--- src/shared/bus_pins_pkg.sv ---
// constants for the processor external bus pin block
// assumes a single clock domain driven by clk_in (the 4x clock input)
package bus_pins_pkg;
  localparam int          ADDR_W        = 14;
  localparam int          DATA_W        = 8;
  localparam int          PHASE_COUNT   = 4;
  localparam logic [1:0]  PHASE_RST     = 2'h0;
  localparam logic [1:0]  PHASE_THREE   = 2'h2;
  localparam logic [13:0] ADDR_RST      = 14'h0000;
  localparam logic [7:0]  DATA_RST      = 8'h00;
  // cycle kinds requested by the core side
  typedef enum logic [1:0] {
    CYC_NONE,
    CYC_MEM,
    CYC_SERIAL,
    CYC_EXT
  } cycle_kind_e;
endpackage : bus_pins_pkg

--- src/verilog/phase_gen.sv ---
// four-phase clock generator from the 4x clock input
// assumes clk_in is the clock input pin, counted on every rising edge
module phase_gen
  import bus_pins_pkg::*;
(
  input  wire logic       clk_in,
  input  wire logic       nrst_in,
  output logic [1:0]      phase_out,
  output logic            phase3_n_out
);
  logic [1:0] phase_r;

  always_ff @(posedge clk_in or negedge nrst_in) begin
    if (!nrst_in) begin
      phase_r <= PHASE_RST;
    end else begin
      phase_r <= phase_r + 2'h1;
    end
  end

  // registered so the timing output has no decode glitches
  always_ff @(posedge clk_in or negedge nrst_in) begin
    if (!nrst_in) begin
      phase3_n_out <= 1'b1;
    end else begin
      phase3_n_out <= ~((phase_r + 2'h1) == PHASE_THREE);
    end
  end

  assign phase_out = phase_r;
endmodule : phase_gen

--- src/verilog/bus_pins.sv ---
// external bus pin block: address, data, direction, hold and strobes
// assumes the core presents cycle requests synchronous to clk_in;
// the bench resolves only the data pins from data_oe_out; other pins are read as driven
// Functional notes
// - 14-line address bus, line 0 most significant
// - memory address or serial/external address per cycle
// - address bus floats during bus grant ack
// - serial output bit on line 13
// - external instruction code bit on line 13
// - 8-line bidirectional data bus, line 0 msb
// - data bus carries memory write or read data
// - data bus floats during bus grant ack
// - internal four phases from clock input
// - inverted phase three output for timing
// - data-in direction high when drivers off reading
// - direction low otherwise, floats during ack
// - memory cycle enable low marks memory address
// - bus grant ack only in hold state
// - serial strobe active high for sample/decode
module bus_pins
  import bus_pins_pkg::*;
#(
  parameter int AW = ADDR_W,
  parameter int DW = DATA_W
) (
  input  wire logic          clk_in,
  input  wire logic          nrst_in,
  // core side
  input  wire logic [1:0]    cycle_kind_in,
  input  wire logic          cycle_write_in,
  input  wire logic [AW-1:0] cycle_addr_in,
  input  wire logic [DW-1:0] cycle_wdata_in,
  input  wire logic          serial_bit_in,
  input  wire logic          ext_code_bit_in,
  input  wire logic          hold_req_in,
  output logic [DW-1:0]      read_data_out,
  output logic               read_valid_out,
  output logic               cycle_done_out,
  output logic [1:0]         phase_out,
  // pin side
  output logic [AW-1:0]      addr_out,
  output logic               addr_oe_out,
  input  wire logic [DW-1:0] data_in,
  output logic [DW-1:0]      data_out,
  output logic               data_oe_out,
  output logic               memory_cycle_enable_n_out,
  output logic               memory_cycle_enable_oe_out,
  output logic               data_in_direction_out,
  output logic               data_in_direction_oe_out,
  output logic               serial_io_strobe_out,
  output logic               bus_grant_ack_out,
  output logic               phase3_n_out
);
  typedef enum logic [1:0] {
    ST_IDLE,
    ST_MEM,
    ST_IO,
    ST_HOLD
  } bus_state_e;

  bus_state_e    state_r;
  logic [1:0]    phase;
  logic          last_phase;
  logic [AW-1:0] addr_r;
  logic [DW-1:0] wdata_r;
  logic          write_r;

  phase_gen u_phase (
    .clk_in       (clk_in),
    .nrst_in      (nrst_in),
    .phase_out    (phase),
    .phase3_n_out (phase3_n_out)
  );

  assign phase_out  = phase;
  assign last_phase = (phase == 2'(PHASE_COUNT - 1));

  // one bus cycle per four-phase machine cycle; hold taken between cycles
  always_ff @(posedge clk_in or negedge nrst_in) begin
    if (!nrst_in) begin
      state_r <= ST_IDLE;
    end else if (last_phase) begin
      if (hold_req_in) begin
        state_r <= ST_HOLD;
      end else begin
        case (cycle_kind_e'(cycle_kind_in))
          CYC_MEM:    state_r <= ST_MEM;
          CYC_SERIAL: state_r <= ST_IO;
          CYC_EXT:    state_r <= ST_IO;
          default:    state_r <= ST_IDLE;
        endcase
      end
    end
  end

  // latched at the boundary so the pins stand still for the whole cycle
  always_ff @(posedge clk_in or negedge nrst_in) begin
    if (!nrst_in) begin
      addr_r <= ADDR_RST;
    end else if (last_phase) begin
      addr_r <= cycle_addr_in;
      // line 13 is the lsb: it carries the serial or code bit on io cycles
      if (cycle_kind_in == CYC_SERIAL) begin
        addr_r[0] <= serial_bit_in;
      end else if (cycle_kind_in == CYC_EXT) begin
        addr_r[0] <= ext_code_bit_in;
      end
    end
  end

  always_ff @(posedge clk_in or negedge nrst_in) begin
    if (!nrst_in) begin
      wdata_r <= DATA_RST;
    end else if (last_phase) begin
      wdata_r <= cycle_wdata_in;
    end
  end

  always_ff @(posedge clk_in or negedge nrst_in) begin
    if (!nrst_in) begin
      write_r <= 1'b0;
    end else if (last_phase) begin
      write_r <= cycle_write_in;
    end
  end

  // read data captured at the end of the memory cycle
  always_ff @(posedge clk_in or negedge nrst_in) begin
    if (!nrst_in) begin
      read_data_out <= DATA_RST;
    end else if (state_r == ST_MEM && !write_r && last_phase) begin
      read_data_out <= data_in;
    end
  end

  // one-clock pulse while the captured byte is fresh
  always_ff @(posedge clk_in or negedge nrst_in) begin
    if (!nrst_in) begin
      read_valid_out <= 1'b0;
    end else begin
      read_valid_out <= (state_r == ST_MEM) && !write_r && last_phase;
    end
  end

  // strobe sits mid-cycle so line 13 is settled before it rises
  always_ff @(posedge clk_in or negedge nrst_in) begin
    if (!nrst_in) begin
      serial_io_strobe_out <= 1'b0;
    end else begin
      serial_io_strobe_out <= (state_r == ST_IO) && (phase == 2'h0);
    end
  end

  assign cycle_done_out = last_phase && (state_r == ST_MEM || state_r == ST_IO);

  assign bus_grant_ack_out          = (state_r == ST_HOLD);
  assign addr_out                   = addr_r;
  assign addr_oe_out                = (state_r != ST_HOLD);
  assign data_out                   = wdata_r;
  assign data_oe_out                = (state_r == ST_MEM) && write_r;
  assign memory_cycle_enable_n_out  = (state_r != ST_MEM);
  assign memory_cycle_enable_oe_out = (state_r != ST_HOLD);
  assign data_in_direction_out      = (state_r == ST_MEM) && !write_r;
  assign data_in_direction_oe_out   = (state_r != ST_HOLD);
endmodule : bus_pins

--- config.mk ---
export PLATFORM = sky130hd
export DESIGN_NAME = bus_pins
export DESIGN_NICKNAME = d
export VERILOG_FILES = /design/src/shared/bus_pins_pkg.sv /design/src/verilog/phase_gen.sv /design/src/verilog/bus_pins.sv
export SDC_FILE = /design/constraint.sdc
export NUM_CORES = 1
export LEC_CHECK = 0
export ABC_AREA = 1
export BUFFER_PORTS_ARGS = -buffer_cell sky130_fd_sc_hd__buf_2
export CAP_MARGIN = 20
export CORE_MARGIN = 2
export CORE_UTILIZATION = 48
export DETAILED_ROUTE_END_ITERATION = 10
export PLACE_DENSITY = 0.88
export SLEW_MARGIN = 20
export SYNTH_ARGS = -nofsm -noshare
export SYNTH_HDL_FRONTEND = slang
export SYNTH_SLANG_ARGS = --single-unit
--- constraint.sdc ---
create_clock -name clk_in -period 1.6 [get_ports clk_in]
set_input_delay 0.16 -clock clk_in [delete_from_list [all_inputs] [get_ports clk_in]]
set_output_delay 0.16 -clock clk_in [all_outputs]
set_load 0.01 [all_outputs]
* After elaboration in Yosys (flattened, before gate mapping)
Cells that the tools add are included. W data, S select, Z words.
Word-level totals: word-level logic and storage cells 34, register bits after elaboration 38, bits of input ports 38
Cells by class: equal/unequal tests 10, bitwise logic cells 1, reductions and logical operators 9, add/subtract/negate cells 1, muxes and demuxes 4
Operators by type and width (count):
- $eq A2 B2 Y1 const B | 6
- $logic_and A1 B1 Y1 | 5
- $eq A2 B1 Y1 const B | 2
- $pmux W2 S2 | 1
- $add A2 B1 Y2 const B | 1
- $logic_not A2 Y1 | 1
- $mux W1 | 2
- $mux W2 | 1
- $ne A2 B1 Y1 const B | 1
- $ne A2 B2 Y1 const B | 1
- $reduce_or A2 Y1 | 1
- $logic_not A1 Y1 | 1
- $logic_or A1 B1 Y1 | 1
- $not A1 Y1 | 1

* Depth between registers and ports, before layout
word-level depth 4, depth in mapped cells 6, gate-level depth less buffers 6

* By module
Synthesis repeated with hierarchy kept, for this count alone.
Unflattened totals: cell total of the unflattened synthesis 171, area, all modules 1575.3 µm²
By module, submodules not included:
- bus_pins | cells each 163, seq. area each 875.8 µm², area each 1471.4 µm², instances 1
- phase_gen | cells each 8, seq. area each 76.3 µm², area each 103.8 µm², instances 1

* Least setup slack after synthesis
Ideal clock, no wire load.
path type flip-flop to output port, start register u_phase.phase_r[0], in the netlist u_phase.phase_out[0], end output port cycle_done_out, cell stages (with the launch flop) 6, required time 1440 ps, setup slack 350 ps, arrival time 1090 ps, path through dfrtp_1 > ha_1 > buf_4 > inv_4 > buf_4 > nor2_1
On the way: cells in the longest elaborated chain, start to end 2
Ends and longest elaborated chain:
- start, declared | line phase_gen.sv:11 | logic [1:0] phase_r;
- start signal, assigned | line phase_gen.sv:17 | phase_r <= phase_r + 2'h1;
- $eq A2 B2 Y1 | line bus_pins.sv:76 | assign last_phase = (phase == 2'(PHASE_COUNT - 1));
- $logic_and A1 B1 Y1 | line bus_pins.sv:154 | assign cycle_done_out = last_phase && (state_r == ST_MEM || state_r == ST_IO);
- end, declared | line bus_pins.sv:38 | output logic cycle_done_out,
No other way between the ends.

* Worst setup path after layout
Same ends and word-level chain as after synthesis.

==> results.json <==
{
  "outcome": "finished clean",
  "endpoint_kind": "output pin",
  "vias": 1370,
  "power_density_mw_per_mm2": 869,
  "slowest_stage": "dfrtp_1",
  "grt_pass1_wl_um": 5560,
  "p_switching_uw": 482,
  "p_clk_share_pct": 27.5,
  "die_w_um": 60.9,
  "place_area_mm2": 0.00199,
  "cap_violations": 0,
  "initial_core_util_pct": 50.5,
  "busiest_layer": "met2",
  "hold_violations": 0,
  "rsz0062_at_grt": "no",
  "setup_ws_ns": 0.103,
  "grt_overflow": 0,
  "min_period_ns": 1.50,
  "cts_sinks": 38,
  "cts_buffers": 5,
  "synth_area_mm2": 0.00155,
  "io_pins": 81,
  "cts.path.max_buffers": 2,
  "grt_use_total_pct": 20.8,
  "crit_type": "flip-flop to output pin",
  "relSlewSlack_pct": 85.5,
  "synth-seq-cells": 38,
  "htree_levels": 2,
  "grtUsageMet1_pct": 19.9,
  "slew_viol_final": 0,
  "intPower_mw": 1.38,
  "final_area_mm2": 0.00215,
  "slowest_delay_ns": 0.45,
  "syn_area_per_cell_um2": 9.09,
  "worst_slew_pin_slew_ns": 0.217,
  "power_leakage_nw": 1.25,
  "clock_skew_ns": 0.00391,
  "timing.fmax_ghz": 0.668,
  "post_cts.repair.setup_buffers": 0,
  "ir_drop_v": 0.000618,
  "netlist.top_cell.by_area": "dfrtp_1",
  "antenna_found_initial": 0,
  "drc": 0,
  "rows": 20,
  "met2_usage_pct": 39.5,
  "grt_pass1_vias": 1377,
  "wirelength_um": 3400,
  "seq_area_frac_synth_pct": 61.3,
  "hp-class": "input port to flip-flop",
  "area_growth_syn_to_layout_pct": 38.2,
  "clkTransAtPathRegs_ns": 0.10,
  "drive_gt1_share_pct": 35.9,
  "dp_hpwl_um": 2470,
  "numPortBuffers": 80,
  "core_area_mm2": 0.00308,
  "place_congestion": 0.739,
  "n_antenna_cell": 0,
  "setup_viol": 0,
  "placement.setup.worst_slack_ns": 0.273,
  "die-area_mm2": 0.00371,
  "path_cells": "ha_4 -> inv_8 -> nor2_1 -> buf_2",
  "synth.area.top_cells": "dfrtp_1, nand2_1, ha_1",
  "grt_util_met3_pct": 8.53,
  "cp.required_ns": 1.44,
  "antenna_left": 0,
  "synth_warnings": 0,
  "clk_latency_ns": 0.34,
  "start_kind": "flip-flop",
  "synthCells": 171,
  "fin_crit_sh_pct": 93.6,
  "final_cells": 306,
  "detail_route.wl_per_cell_um": 11.1,
  "synth_cell_types": 13,
  "via_per_inst": 4.48,
  "synth_fp_nets": 215,
  "dr.first_iter.drc_count": 24,
  "die_height_um": 60.9,
  "critPathMaxFanout": 27,
  "fin_tns_setup_ns": 0,
  "p_total_mw": 1.87,
  "nNetsFinal": 305,
  "synth_top_area_share_pct": 59.6,
  "first_pass_iters": 4,
  "cts-root-buf": "clkbuf_4",
  "place_inst": 290,
  "grt_max_degree": 39,
  "arrival_ns": 1.34,
  "power_frac_seq_pct": 57.3,
  "cts_tree": "done",
  "combPwrFrac_pct": 15.2,
  "switching_share_pct": 25.8
}
[power by group through the flow]
| stage | logic (mW) | registers [mW] | clock network (mW) |
|---|---|---|---|
| 6_report | 0.284 | 1.07 | 0.513 |
| 5_1_grt | 0.324 | 1.08 | 0.572 |
| 4_1_cts | 0.289 | 1.07 | 0.527 |
| 3_5_place_dp | 0.274 | 1.09 | 0 |
| 3_3_place_gp | 0.265 | 1.08 | 0 |
| 2_1_floorplan | 0.0799 | 1.12 | 0 |
[logic make-up after synthesis]
kind of cell | after synthesis | share of synthesized area [%]
AND/OR/NAND/NOR | 103 | 25.8
buffers and inverters | 21 | 6.76
flip-flops | 38 | 61.3
adder cells (fa/ha/maj) | 6 | 4.83
AO/OA/AOI/OAI | 3 | 1.29
[final cells by class]
cell class	count	area (um^2)
Tap cell	44	55.1
Inverter	14	62.6
Clock buffer	8	58.8
Fill cell	258	930
Timing Repair Buffer	90	508
Sequential cell	38	952
Multi-Input combinational cell	112	512
[registers in the layout (all words and copies together), names as in the netlist]
register,cells
read_valid_out,1
state_r,2
serial_io_strobe_out,1
u_phase.phase_out,2
read_data_out,8
data_out,8
addr_out,14
u_phase.phase3_n_out,1
write_r,1
[synthesized netlist by cell type]
| library cell | number |
|---|---|
| dfrtp_1 | 37 |
| dfstp_2 | 1 |
| nand2_1 | 96 |
| o21ai_0 | 1 |
| nand3_4 | 1 |
| buf_4 | 5 |
| inv_1 | 12 |
| a22oi_1 | 2 |
| ha_1 | 6 |
| nor2_1 | 5 |
| inv_4 | 2 |
| nand3_1 | 1 |
| buf_2 | 2 |
[cells in the final DEF, fill, tap and decap left out]
cell | netlist | routed
nor2_1 | 5 | 5
clkbuf_8 | 0 | 1
nand2_1 | 96 | 96
dfrtp_1 | 37 | 37
dfstp_2 | 1 | 1
ha_4 | 0 | 1
inv_4 | 2 | 1
clkbuf_4 | 0 | 5
buf_2 | 2 | 80
nand3_4 | 1 | 1
buf_4 | 5 | 1
nand3_1 | 1 | 1
buf_12 | 0 | 1
ha_2 | 0 | 1
inv_8 | 0 | 1
o21ai_0 | 1 | 1
ha_1 | 6 | 4
dlygate4sd3_1 | 0 | 8
inv_1 | 12 | 12
clkbuf_1 | 0 | 2
a22oi_1 | 2 | 2
[per-stage QoR]
stage | utilization [%] | hold WS (ns)
floorplan | - | -0.136
detailed placement | 64.6 | 0.141
global placement | 64.6 | 0.137
CTS | 69.3 | 0.000237
global route | 69.8 | 0.00227
finish | 69.8 | 0.0100
[worst paths after layout]
kind	from	endpoint	slack (ns)	cells after the start
worst max-delay path	u_phase.phase_out[0]$_DFF_PN0_	cycle_done_out	0.10	4
worst min-delay path	cycle_wdata_in[6]	data_out[6]$_DFFE_PN0N_	0.01	3
worst min register to register	data_out[3]$_DFFE_PN0N_	data_out[3]$_DFFE_PN0N_	0.47	2
min in group asynchronous	nrst_in	write_r$_DFFE_PN0N_	0.30	3
max in group asynchronous	nrst_in	u_phase.phase3_n_out$_DFF_PN1_	1.06	3
worst max register to register	state_r[1]$_DFFE_PN0N_	read_data_out[3]$_DFFE_PN0P_	0.42	6
[per-layer routing]
| metal | vias to the layer above | part of all wire, % |
|---|---|---|
| met1 | 622 | 39 |
| met4 | 0 | 1.9 |
| met5 | - | 0 |
| li1 | 687 | - |
| met3 | 8 | 7.3 |
| met2 | 53 | 51 |
[critical path: cells and delay by family (launching register included)]
family | cells | cell delay (ns)
simple gates | 1 | 0.05
buf+inv | 2 | 0.27
fa+ha+maj | 1 | 0.22
flops | 1 | 0.45
[timing repair]
item / CTS / global route
hold buffers: 8 / 0
pin swaps: 0 / 0
setup endpoints to repair: 1 / 2
endpoints found under the hold margin: 45 / 0
gates resized for setup: 2 / 3
(Power assumes the default switching activity.)
